==> config.mk <==
export PLATFORM = sky130hd
export DESIGN_NAME = ebp_top
export DESIGN_NICKNAME = d
export VERILOG_FILES = /design/src/rtl/ebp_pkg.sv /design/src/rtl/ebp_tstate.sv /design/src/rtl/ebp_top.sv
export VERILOG_INCLUDE_DIRS = /design/src /design/src/rtl
export SDC_FILE = /design/constraint.sdc
export NUM_CORES = 1
export LEC_CHECK = 0
export BUFFER_PORTS_ARGS = -buffer_cell sky130_fd_sc_hd__buf_4
export CAP_MARGIN = 20
export CORE_MARGIN = 1.5
export CORE_UTILIZATION = 40
export DETAILED_ROUTE_END_ITERATION = 10
export PLACE_DENSITY = 0.62
export SYNTH_ARGS = -nofsm -noshare
export SYNTH_HDL_FRONTEND = slang
export SYNTH_SLANG_ARGS = --single-unit
==> constraint.sdc <==
create_clock -name aclk -period 2.4 [get_ports aclk]
set_input_delay 0.24 -clock aclk [delete_from_list [all_inputs] [get_ports aclk]]
set_output_delay 0.24 -clock aclk [all_outputs]
set_load 0.01 [all_outputs]
==> src/rtl/ebp_map.svh <==
// register offsets, field positions, reset values and counts of the emulator break port
`ifndef EBP_MAP_SVH
`define EBP_MAP_SVH
`define EBP_OFF_CTRL 12'h000
`define EBP_OFF_STATUS 12'h004
`define EBP_OFF_BREAK 12'h008
`define EBP_OFF_MEMCHK 12'h00c
`define EBP_OFF_PORTIN 12'h010
`define EBP_OFF_CLKCFG 12'h014
`define EBP_CTRL_RUN 0
`define EBP_CTRL_FORCE 1
`define EBP_CTRL_STEP 2
`define EBP_CTRL_RESET 3
`define EBP_BREAK_EN 31
`define EBP_BREAK_MASK 32'h8000_07ff
`define EBP_MEMCHK_MASK 32'h0fff_00ff
`define EBP_MEMCHK_RAM_OK 30
`define EBP_MEMCHK_ROM_OK 31
`define EBP_CLKCFG_MASK 32'h0000_0001
`define EBP_CLKCFG_RESET 32'h0000_0001
`define EBP_RAM_GROUP_WORDS 4'hc
`define EBP_ROM_WORDS_SMALL 12'h400
`define EBP_ROM_WORDS_LARGE 12'h800
`define EBP_XIN_DIV_MAX 3'h7
`define EBP_CORE_RST_CYC 3'h4
`define EBP_RESP_OKAY 2'h0
`define EBP_RESP_SLVERR 2'h2
`endif

==> src/rtl/ebp_pkg.sv <==
// types shared by the emulator break port files
package ebp_pkg;
  typedef enum logic [3:0] {
    EBP_T1 = 4'h1,
    EBP_T2 = 4'h2,
    EBP_T3 = 4'h4,
    EBP_T4 = 4'h8
  } ebp_tstate_e;
  typedef enum logic [2:0] {
    EBP_HALT = 3'h1,
    EBP_RUN = 3'h2,
    EBP_PDOWN = 3'h4
  } ebp_mode_e;
endpackage

==> src/rtl/ebp_tstate.sv <==
// instruction clock divider and four-state sequencer
`timescale 1ns/1ps
`default_nettype none
`include "ebp_map.svh"
module ebp_tstate (
  input wire logic aclk,
  input wire logic aresetn,
  input wire logic osc_tick,
  input wire logic div8_sel,
  output logic tick_q,
  output var ebp_pkg::ebp_tstate_e state_q
);
  import ebp_pkg::*;
  logic [2:0] div_q;
  ebp_tstate_e state_d;
  wire adv = osc_tick & (!div8_sel | (div_q == `EBP_XIN_DIV_MAX));
  wire [2:0] div_d = !osc_tick ? div_q : (adv ? 3'h0 : div_q + 3'h1);

  // one state per instruction clock, T1 to T4 and round again
  always_comb begin
    unique case (state_q)
      EBP_T1: state_d = EBP_T2;
      EBP_T2: state_d = EBP_T3;
      EBP_T3: state_d = EBP_T4;
      EBP_T4: state_d = EBP_T1;
      default: state_d = EBP_T1;
    endcase
  end

  always_ff @(posedge aclk) begin
    if (!aresetn) begin
      div_q <= 3'h0;
      tick_q <= 1'b0;
      state_q <= EBP_T4;
    end else begin
      div_q <= div_d;
      tick_q <= adv;
      if (adv) begin
        state_q <= state_d;
      end
    end
  end
endmodule
`default_nettype wire

==> src/rtl/ebp_top.sv <==
// emulator break port: break control, memory areas, port timing, AXI4-Lite registers
`timescale 1ns/1ps
`default_nettype none
`include "ebp_map.svh"
module ebp_top (
  input wire logic aclk,
  input wire logic aresetn,
  input wire logic [11:0] s_axi_awaddr,
  input wire logic s_axi_awvalid,
  output logic s_axi_awready,
  input wire logic [31:0] s_axi_wdata,
  input wire logic [3:0] s_axi_wstrb,
  input wire logic s_axi_wvalid,
  output logic s_axi_wready,
  output logic [1:0] s_axi_bresp,
  output logic s_axi_bvalid,
  input wire logic s_axi_bready,
  input wire logic [11:0] s_axi_araddr,
  input wire logic s_axi_arvalid,
  output logic s_axi_arready,
  output logic [31:0] s_axi_rdata,
  output logic [1:0] s_axi_rresp,
  output logic s_axi_rvalid,
  input wire logic s_axi_rready,
  input wire logic osc_tick,
  input wire logic memory_size_switch_low,
  input wire logic memory_size_switch_high,
  input wire logic ext_trig,
  input wire logic key_on_wakeup,
  input wire logic core_fetch_valid,
  input wire logic [10:0] core_fetch_addr,
  input wire logic core_instr_cont,
  input wire logic core_instr_skipped,
  input wire logic core_instr_watchdog_restart_instr,
  input wire logic core_instr_pof,
  input wire logic core_instr_out,
  input wire logic [7:0] core_out_d,
  input wire logic [2:0] core_out_e,
  input wire logic [3:0] core_out_g,
  input wire logic core_out_carrier_output,
  input wire logic [7:0] port_d_in,
  input wire logic [2:0] port_e_in,
  input wire logic [3:0] port_g_in,
  input wire logic [8:0] pulldown_switch,
  output logic core_run_q,
  output logic core_reset_q,
  output logic core_timer_en_q,
  output logic core_wdt_en_q,
  output logic instruction_clock_tick,
  output var ebp_pkg::ebp_tstate_e instruction_clock_state,
  output logic [7:0] port_d_q,
  output logic port_e0_q,
  output logic [3:0] port_g_q,
  output logic aux_port_bit_one_q,
  output logic aux_port_bit_two_q,
  output logic carrier_output_q,
  output logic check_test_point_q,
  output logic [14:0] port_in_q,
  output logic [8:0] pulldown_en_q
);
  import ebp_pkg::*;

  ebp_mode_e mode_q, mode_d;
  logic aw_rdy_q, ar_rdy_q;
  logic [31:0] break_q, memchk_q, clkcfg_q;
  logic hw_pend_q, force_pend_q, step_q, step_arm_q, resume_q, ext_q;
  logic [2:0] cause_q, rst_cnt_q;
  logic out_cur_q, staged_vld_q;
  logic [15:0] out_img_q, staged_q;

  ebp_tstate u_tstate (
    .aclk(aclk),
    .aresetn(aresetn),
    .osc_tick(osc_tick),
    .div8_sel(clkcfg_q[0]),
    .tick_q(instruction_clock_tick),
    .state_q(instruction_clock_state)
  );

  // bus decode
  wire wr_take = aw_rdy_q & s_axi_awvalid & s_axi_wvalid;
  wire rd_take = ar_rdy_q & s_axi_arvalid;
  wire [11:0] wa = {s_axi_awaddr[11:2], 2'h0};
  wire [11:0] ra = {s_axi_araddr[11:2], 2'h0};
  wire [31:0] wmask = {{8{s_axi_wstrb[3]}}, {8{s_axi_wstrb[2]}},
                       {8{s_axi_wstrb[1]}}, {8{s_axi_wstrb[0]}}};
  wire [31:0] wd = s_axi_wdata & wmask;
  wire sel_ctrl = wa == `EBP_OFF_CTRL;
  wire sel_break = wa == `EBP_OFF_BREAK;
  wire sel_memchk = wa == `EBP_OFF_MEMCHK;
  wire sel_clkcfg = wa == `EBP_OFF_CLKCFG;
  wire wr_known = sel_ctrl | sel_break | sel_memchk | sel_clkcfg | (wa == `EBP_OFF_STATUS)
                  | (wa == `EBP_OFF_PORTIN);
  // no debug command gets through in power-down
  wire wr_refused = (mode_q == EBP_PDOWN) & (sel_ctrl | sel_break | sel_memchk | sel_clkcfg);
  wire wr_ok = wr_take & !wr_refused;
  wire cmd_run = wr_ok & sel_ctrl & wd[`EBP_CTRL_RUN];
  wire cmd_force = wr_ok & sel_ctrl & wd[`EBP_CTRL_FORCE];
  wire cmd_step = wr_ok & sel_ctrl & wd[`EBP_CTRL_STEP];
  wire cmd_reset = wr_ok & sel_ctrl & wd[`EBP_CTRL_RESET];

  // memory area check against the size switches
  wire cfg48 = memory_size_switch_high & !memory_size_switch_low;
  wire cfg64 = memory_size_switch_high & memory_size_switch_low;
  wire [7:0] chk_ram = memchk_q[7:0];
  wire [11:0] chk_rom = memchk_q[27:16];
  wire ram_ok48 = cfg48 & (chk_ram[7:6] == 2'h0) & (chk_ram[3:0] < `EBP_RAM_GROUP_WORDS);
  wire ram_ok = ram_ok48 | (cfg64 & (chk_ram[7:6] == 2'h0));
  wire rom_ok = (cfg48 & (chk_rom < `EBP_ROM_WORDS_SMALL))
                | (cfg64 & (chk_rom < `EBP_ROM_WORDS_LARGE));

  // break decisions, taken at each fetch while running
  wire t1 = instruction_clock_tick & (instruction_clock_state == EBP_T1);
  wire t2 = instruction_clock_tick & (instruction_clock_state == EBP_T2);
  wire t3 = instruction_clock_tick & (instruction_clock_state == EBP_T3);
  wire t4 = instruction_clock_tick & (instruction_clock_state == EBP_T4);
  wire running = mode_q == EBP_RUN;
  wire fetch_ok = core_fetch_valid & running;
  // the first fetch after a resume is the halted instruction itself, or the one just after the continuous run it halted in
  wire bp_hit = break_q[`EBP_BREAK_EN] & (core_fetch_addr == break_q[10:0])
                & !core_instr_skipped & !resume_q;
  wire hw_go = (bp_hit | hw_pend_q) & !core_instr_cont;
  wire halt_now = fetch_ok & (hw_go | force_pend_q | step_arm_q);
  wire exec_ok = fetch_ok & !halt_now;
  wire ext_rise = ext_trig & !ext_q;
  wire force_set = running & (cmd_force | ext_rise);

  always_comb begin
    mode_d = mode_q;
    unique case (mode_q)
      EBP_HALT: if (cmd_run | cmd_step) begin
        mode_d = EBP_RUN;
      end
      EBP_RUN: if (halt_now | cmd_reset) begin
        mode_d = EBP_HALT;
      end else if (exec_ok & core_instr_pof) begin
        mode_d = EBP_PDOWN;
      end
      EBP_PDOWN: if (key_on_wakeup) begin
        mode_d = EBP_RUN;
      end
      default: mode_d = EBP_HALT;
    endcase
  end

  wire [2:0] rst_cnt_d = cmd_reset ? `EBP_CORE_RST_CYC
                         : (rst_cnt_q != 3'h0) ? rst_cnt_q - 3'h1 : 3'h0;

  always_ff @(posedge aclk) begin
    if (!aresetn) begin
      mode_q <= EBP_HALT;
      core_run_q <= 1'b0;
      rst_cnt_q <= 3'h0;
      core_reset_q <= 1'b0;
      core_timer_en_q <= 1'b0;
      core_wdt_en_q <= 1'b0;
      ext_q <= 1'b0;
    end else begin
      mode_q <= mode_d;
      core_run_q <= mode_d == EBP_RUN;
      rst_cnt_q <= rst_cnt_d;
      core_reset_q <= rst_cnt_d != 3'h0;
      core_timer_en_q <= 1'b1;
      core_wdt_en_q <= 1'b0;
      ext_q <= ext_trig;
    end
  end

  // pending breaks; a new forced request wins over the clear in the same cycle, a new hardware request loses to it
  always_ff @(posedge aclk) begin
    if (!aresetn) begin
      hw_pend_q <= 1'b0;
      force_pend_q <= 1'b0;
      step_q <= 1'b0;
      step_arm_q <= 1'b0;
      resume_q <= 1'b0;
      cause_q <= 3'h0;
    end else begin
      hw_pend_q <= !halt_now & !cmd_reset & (hw_pend_q | (fetch_ok & bp_hit & core_instr_cont));
      force_pend_q <= force_set | (force_pend_q & !halt_now & !cmd_reset);
      if (cmd_run | cmd_step | cmd_reset) begin
        step_q <= cmd_step & !cmd_reset;
        step_arm_q <= 1'b0;
        resume_q <= !cmd_reset;
      end else if (fetch_ok) begin
        step_q <= 1'b0;
        step_arm_q <= step_q;
        resume_q <= 1'b0;
      end
      if (halt_now) begin
        cause_q <= {step_arm_q, force_pend_q, hw_go};
      end
    end
  end

  // port timing: real-timing bits at T4, emulated ports one output instruction late
  always_ff @(posedge aclk) begin
    if (!aresetn) begin
      out_cur_q <= 1'b0;
      out_img_q <= 16'h0000;
      staged_q <= 16'h0000;
      staged_vld_q <= 1'b0;
      port_d_q <= 8'h00;
      port_e0_q <= 1'b0;
      port_g_q <= 4'h0;
      aux_port_bit_one_q <= 1'b0;
      aux_port_bit_two_q <= 1'b0;
      carrier_output_q <= 1'b0;
      check_test_point_q <= 1'b0;
      port_in_q <= 15'h0000;
      pulldown_en_q <= 9'h000;
    end else begin
      if (t1) begin
        out_cur_q <= exec_ok & core_instr_out;
        check_test_point_q <= exec_ok & core_instr_watchdog_restart_instr;
      end
      if (exec_ok & core_instr_out) begin
        out_img_q <= {core_out_carrier_output, core_out_g, core_out_e, core_out_d};
      end
      if (t2 & out_cur_q & staged_vld_q) begin
        port_d_q <= staged_q[7:0];
        port_e0_q <= staged_q[8];
        port_g_q <= staged_q[14:11];
      end
      if (t4 & out_cur_q) begin
        aux_port_bit_one_q <= out_img_q[9];
        aux_port_bit_two_q <= out_img_q[10];
        carrier_output_q <= out_img_q[15];
        staged_q <= out_img_q;
        staged_vld_q <= 1'b1;
      end
      if (t3) begin
        port_in_q <= {port_g_in, port_e_in, port_d_in};
      end
      // pulldowns follow the board switches only
      pulldown_en_q <= pulldown_switch;
    end
  end

  // register file and AXI4-Lite handshakes
  wire [31:0] status_w = {23'h00_0000, core_reset_q, memory_size_switch_high,
                          memory_size_switch_low, cause_q, mode_q};
  wire [31:0] memchk_w = {rom_ok, ram_ok, memchk_q[29:0]};
  wire rd_known = (ra == `EBP_OFF_CTRL) | (ra == `EBP_OFF_STATUS) | (ra == `EBP_OFF_BREAK)
                  | (ra == `EBP_OFF_MEMCHK) | (ra == `EBP_OFF_PORTIN) | (ra == `EBP_OFF_CLKCFG);
  wire [31:0] rd_mux = (ra == `EBP_OFF_STATUS) ? status_w
                       : (ra == `EBP_OFF_BREAK) ? break_q
                       : (ra == `EBP_OFF_MEMCHK) ? memchk_w
                       : (ra == `EBP_OFF_PORTIN) ? {17'h0_0000, port_in_q}
                       : (ra == `EBP_OFF_CLKCFG) ? clkcfg_q : 32'h0000_0000;

  always_ff @(posedge aclk) begin
    if (!aresetn) begin
      aw_rdy_q <= 1'b0;
      ar_rdy_q <= 1'b0;
      s_axi_bvalid <= 1'b0;
      s_axi_bresp <= `EBP_RESP_OKAY;
      s_axi_rvalid <= 1'b0;
      s_axi_rresp <= `EBP_RESP_OKAY;
      s_axi_rdata <= 32'h0000_0000;
      break_q <= 32'h0000_0000;
      memchk_q <= 32'h0000_0000;
      clkcfg_q <= `EBP_CLKCFG_RESET;
    end else begin
      // address and data are taken together, one write at a time
      aw_rdy_q <= s_axi_awvalid & s_axi_wvalid & !aw_rdy_q & !s_axi_bvalid;
      ar_rdy_q <= s_axi_arvalid & !ar_rdy_q & !s_axi_rvalid;
      if (wr_take) begin
        s_axi_bvalid <= 1'b1;
        s_axi_bresp <= (wr_known & !wr_refused) ? `EBP_RESP_OKAY : `EBP_RESP_SLVERR;
      end else if (s_axi_bready) begin
        s_axi_bvalid <= 1'b0;
      end
      if (rd_take) begin
        s_axi_rvalid <= 1'b1;
        s_axi_rdata <= rd_mux;
        s_axi_rresp <= rd_known ? `EBP_RESP_OKAY : `EBP_RESP_SLVERR;
      end else if (s_axi_rready) begin
        s_axi_rvalid <= 1'b0;
      end
      if (wr_ok & sel_break) begin
        break_q <= ((break_q & ~wmask) | wd) & `EBP_BREAK_MASK;
      end
      if (wr_ok & sel_memchk) begin
        memchk_q <= ((memchk_q & ~wmask) | wd) & `EBP_MEMCHK_MASK;
      end
      if (wr_ok & sel_clkcfg) begin
        clkcfg_q <= ((clkcfg_q & ~wmask) | wd) & `EBP_CLKCFG_MASK;
      end
    end
  end

  assign s_axi_awready = aw_rdy_q;
  assign s_axi_wready = aw_rdy_q;
  assign s_axi_arready = ar_rdy_q;
endmodule
`default_nettype wire

==> flow_results.xml <==
<?xml version="1.0" encoding="UTF-8"?>
<metrics>
  <group name="sta">
    <metric name="hold-worst-slack" unit="ns">0.01886</metric>
    <metric name="max_slew_margin" unit="">0.4693</metric>
    <metric name="setup_viol" unit="">0</metric>
    <metric name="timing.final.hold_violations" unit="">0</metric>
    <metric name="period_share" unit="">0.8839</metric>
    <metric name="setup-tns-final" unit="ns">0</metric>
    <metric name="clock.fmax" unit="MHz">471.4</metric>
    <metric name="clock_period_minus_worst_slack" unit="ns">2.121</metric>
    <metric name="timing.clock.skew" unit="ns">0.01015</metric>
    <metric name="rsz0062_at_grt" unit="">false</metric>
    <metric name="timing_max_transition_violations_final" unit="">0</metric>
    <metric name="max_slew.worst_pin.slew" unit="ns">0.7953</metric>
    <metric name="worst_slack" unit="ns">0.2786</metric>
  </group>
  <group name="clocking">
    <metric name="cts_root_buffer" unit="">sky130_fd_sc_hd__clkbuf_16</metric>
    <metric name="holdBufCountCts" unit="">0</metric>
    <metric name="cts_buffers" unit="">17</metric>
    <metric name="cts_tree" unit="">yes</metric>
    <metric name="cts.repair_timing.setup_buffer_count" unit="">0</metric>
    <metric name="clock_sinks" unit="">166</metric>
    <metric name="cts.htree.levels" unit="">4</metric>
    <metric name="ctsResizeCount" unit="">0</metric>
    <metric name="clkTransAtPathRegs" unit="ns">0.06</metric>
    <metric name="cts_max_path_buffers" unit="">2</metric>
    <metric name="clk-insertion-delay-late" unit="ns">0.43</metric>
  </group>
  <group name="drt">
    <metric name="detailedRoute.firstIterationViolations" unit="">348</metric>
    <metric name="avgViaCountPerCell" unit="">5.000</metric>
    <metric name="wirelength" unit="microns">18500</metric>
    <metric name="detail_route.wl_per_cell" unit="microns">15.80</metric>
    <metric name="ant_nets" unit="">0</metric>
    <metric name="firstDrtPassIters" unit="">5</metric>
    <metric name="num_vias" unit="">5855</metric>
    <metric name="drc" unit="">0</metric>
  </group>
  <group name="power">
    <metric name="power_switching" unit="W">0.001356</metric>
    <metric name="combinational_cell_fraction_of_total_power" unit="">0.063</metric>
    <metric name="clkPwrFrac" unit="">0.465</metric>
    <metric name="ir_worst_vdd" unit="mV">0.6367</metric>
    <metric name="power.share.switching" unit="">0.2295</metric>
    <metric name="power.share.sequential" unit="">0.472</metric>
    <metric name="internal_power" unit="W">0.004553</metric>
    <metric name="leakage" unit="nW">3.828</metric>
    <metric name="pwr_density_cell" unit="nW/um^2">647.1</metric>
  </group>
  <group name="synthesis">
    <metric name="yosys.area_share.xor_xnor" unit="">0.01942</metric>
    <metric name="multiplexer_fraction_of_the_synthesized_cell_area" unit="">0.1006</metric>
    <metric name="postSynth.asyncResetShare" unit="">0</metric>
    <metric name="post_synth_instance_area" unit="sq um">6764</metric>
    <metric name="yosys_most_used_dff" unit="">sky130_fd_sc_hd__dfxtp_1</metric>
    <metric name="synth_compound_area_frac" unit="">0.1422</metric>
    <metric name="yosys.cell_types.count" unit="">63</metric>
    <metric name="synth_edf_count" unit="">0</metric>
    <metric name="post_synth_and_or_nand_nor_area_fraction" unit="">0.1959</metric>
    <metric name="yosys_register_bits" unit="">166</metric>
    <metric name="avgSynthCellArea" unit="sq um">9.128</metric>
    <metric name="synth_top_family_by_area" unit="">simple AND/OR/NAND/NOR gates</metric>
    <metric name="register_area_share_after_synthesis" unit="">0.4913</metric>
    <metric name="ys.warnings.count" unit="">0</metric>
    <metric name="synth_cells" unit="">741</metric>
    <metric name="adder_cell_share_of_the_synthesized_area" unit="">0.007399</metric>
  </group>
  <group name="cells_and_area">
    <metric name="post-route-cell-area" unit="sq um">9130</metric>
    <metric name="final-seq-area" unit="sq um">3323</metric>
    <metric name="multi_input_area" unit="sq um">3183</metric>
    <metric name="areaGrowthSynthToFinish" unit="%">34.98</metric>
    <metric name="final_core_utilization" unit="">0.5525</metric>
    <metric name="finish.net_count" unit="">1071</metric>
    <metric name="fillCellCount" unit="">1552</metric>
    <metric name="antennaDiodeCount" unit="">0</metric>
    <metric name="layout-drive-gt1-share" unit="">0.2955</metric>
  </group>
  <group name="worst_setup_path">
    <metric name="worst_setup_path_end_kind" unit="">register</metric>
    <metric name="critPathMaxStageDelay" unit="ns">0.40</metric>
    <metric name="worstPathBufferInverterCount" unit="">1</metric>
    <metric name="critical_path.cell_chain" unit="">or3b_1, nor4_1, a31oi_1, o2111ai_2, buf_12, nand3_1, o21ai_0</metric>
    <metric name="critPathTopFamily" unit="">simple AND/OR/NAND/NOR gates</metric>
    <metric name="worst-path-max-fanout" unit="">33</metric>
    <metric name="slowest_stage" unit="">sky130_fd_sc_hd__nor4_1</metric>
    <metric name="start_kind" unit="">register</metric>
    <metric name="worst_path_required" unit="ns">2.75</metric>
    <metric name="worst-setup-path-type" unit="">reg -&gt; reg</metric>
    <metric name="worst-endpoint-arrival" unit="ns">2.47</metric>
  </group>
  <group name="global_route">
    <metric name="grt_max_degree" unit="">92</metric>
    <metric name="total_overflow_reported_by_the_global_router" unit="">0</metric>
    <metric name="grt_first_pass_wirelength" unit="microns">28960</metric>
    <metric name="groute.usage.overall" unit="">0.2096</metric>
    <metric name="antenna_found_initial" unit="">0</metric>
    <metric name="grt_pass1_vias" unit="">5440</metric>
  </group>
  <group name="status">
    <metric name="run_status" unit="">finished, final reports clean</metric>
  </group>
  <group name="die">
    <metric name="start_util" unit="">0.4093</metric>
    <metric name="core.rowCount" unit="">47</metric>
    <metric name="core" unit="sq um">16520</metric>
    <metric name="die_width" unit="microns">133.0</metric>
    <metric name="die_area" unit="sq um">17700</metric>
    <metric name="die_h" unit="microns">133.0</metric>
    <metric name="num_io_pins" unit="">220</metric>
  </group>
  <group name="place">
    <metric name="dp.final_hpwl" unit="microns">13340</metric>
    <metric name="detailed_place.area" unit="sq um">8531</metric>
    <metric name="place_ws" unit="ns">-0.08430</metric>
    <metric name="io_buffer_count" unit="">201</metric>
    <metric name="globalplace.congestion" unit="">0.7412</metric>
  </group>
  <group name="worst_hold_path">
    <metric name="holdCritPathClass" unit="">in -&gt; reg</metric>
  </group>
  <group name="job">
    <metric name="maxCapViolCount" unit="">0</metric>
  </group>
</metrics>
## per-layer routing
layer / share of wire / vias up / global-route usage
li1: - / 2954 / -
met1: 0.44 / 2711 / 0.2660
met2: 0.48 / 169 / 0.3409
met3: 0.065 / 21 / 0.06092
met4: 0.017 / 0 / 0.07204
met5: 0 / - / 0
## metrics by stage
| step | std cells | total power, W |
|---|---|---|
| global route | 1171 | 0.006136 |
| floorplan | 746 | 0.002995 |
| finish | 1171 | 0.005908 |
| CTS | 1170 | 0.005972 |
| detailed placement | 1138 | 0.003225 |
| global placement | 1138 | 0.003222 |
## power groups by stage
stage,Sequential [W],Clock [W],Combinational (W)
floorplan,0.00286,0,0.000136
global placement,0.00285,0,0.000372
detailed placement,0.00285,0,0.000374
CTS,0.00279,0.00281,0.000376
global route,0.00279,0.00294,0.000408
finish,0.00279,0.00275,0.000374
## layout make-up
class	instances	share of cell area
multi-input cells	517	0.3486
inverters	11	0.004659
clock buffers	19	0.04851
flip-flops and latches	166	0.3640
clock inverters	13	0.01603
well taps	220	0.03015
repair buffers	225	0.1880
## worst paths after layout
path	from	end	slack (ns)	cells past startpoint
worst max-delay path	register	out_img_q[10]$_SDFFE_PN0P_	0.28	7
worst min-delay path	pulldown_switch[0]	pulldown_en_q[0]$_SDFF_PN0_	0.02	2
worst max register to register	register	out_img_q[10]$_SDFFE_PN0P_	0.28	7
worst min register to register	s_axi_bvalid$_SDFFE_PN0P_	s_axi_awready$_SDFF_PN0_	0.45	1
## placed cells by master, fill, tap and decap left out, drive strengths merged, types with 3 or more instances in the layout
cell type  Yosys  final
xor2          11     11
nor2          93     93
xnor2          4      4
and2          13     13
and3           4      4
inv           10     14
o21ai         34     34
nor4b          4      4
o32ai          3      3
a221oi         8      8
nand2b         6      6
nor3b          3      3
o221ai         7      7
nor3           7      7
nand2        103    103
a22oi         19     19
o211ai         3      3
clkinv         1      7
conb           1      6
dfxtp        166    166
nand3         27     27
buf           19    224
nor2b          4      4
a21oi         45     45
or3            4      4
nor4           6      6
nand4          4      4
clkbuf        33     19
ha             4      4
mux2i         68     68
## synth_stat cells (all sizes together), types with 6 or more instances
library cell / number / area share
a21oi: 45 / 0.034
a221oi: 8 / 0.010
a22oi: 19 / 0.028
and2: 13 / 0.012
buf: 19 / 0.018
clkbuf: 33 / 0.018
dfxtp: 166 / 0.49
inv: 10 / 0.0055
mux2i: 68 / 0.10
nand2: 103 / 0.057
nand2b: 6 / 0.0055
nand3: 27 / 0.020
nor2: 93 / 0.052
nor3: 7 / 0.0068
nor4: 6 / 0.0055
o21ai: 34 / 0.027
o221ai: 7 / 0.0091
xor2: 11 / 0.014
## kinds of logic (layout without fill, tap and decap cells)
kind of cell	count (synthesis)	in the layout
flip-flops	166	166
buffers and inverters	63	268
other	1	6
XOR/XNOR	15	15
AND/OR/NAND/NOR	285	285
adder cells (fa/ha/maj)	4	4
AO/OA/AOI/OAI	139	139
multiplexers	68	68
Power figures use the tool's default switching activity.
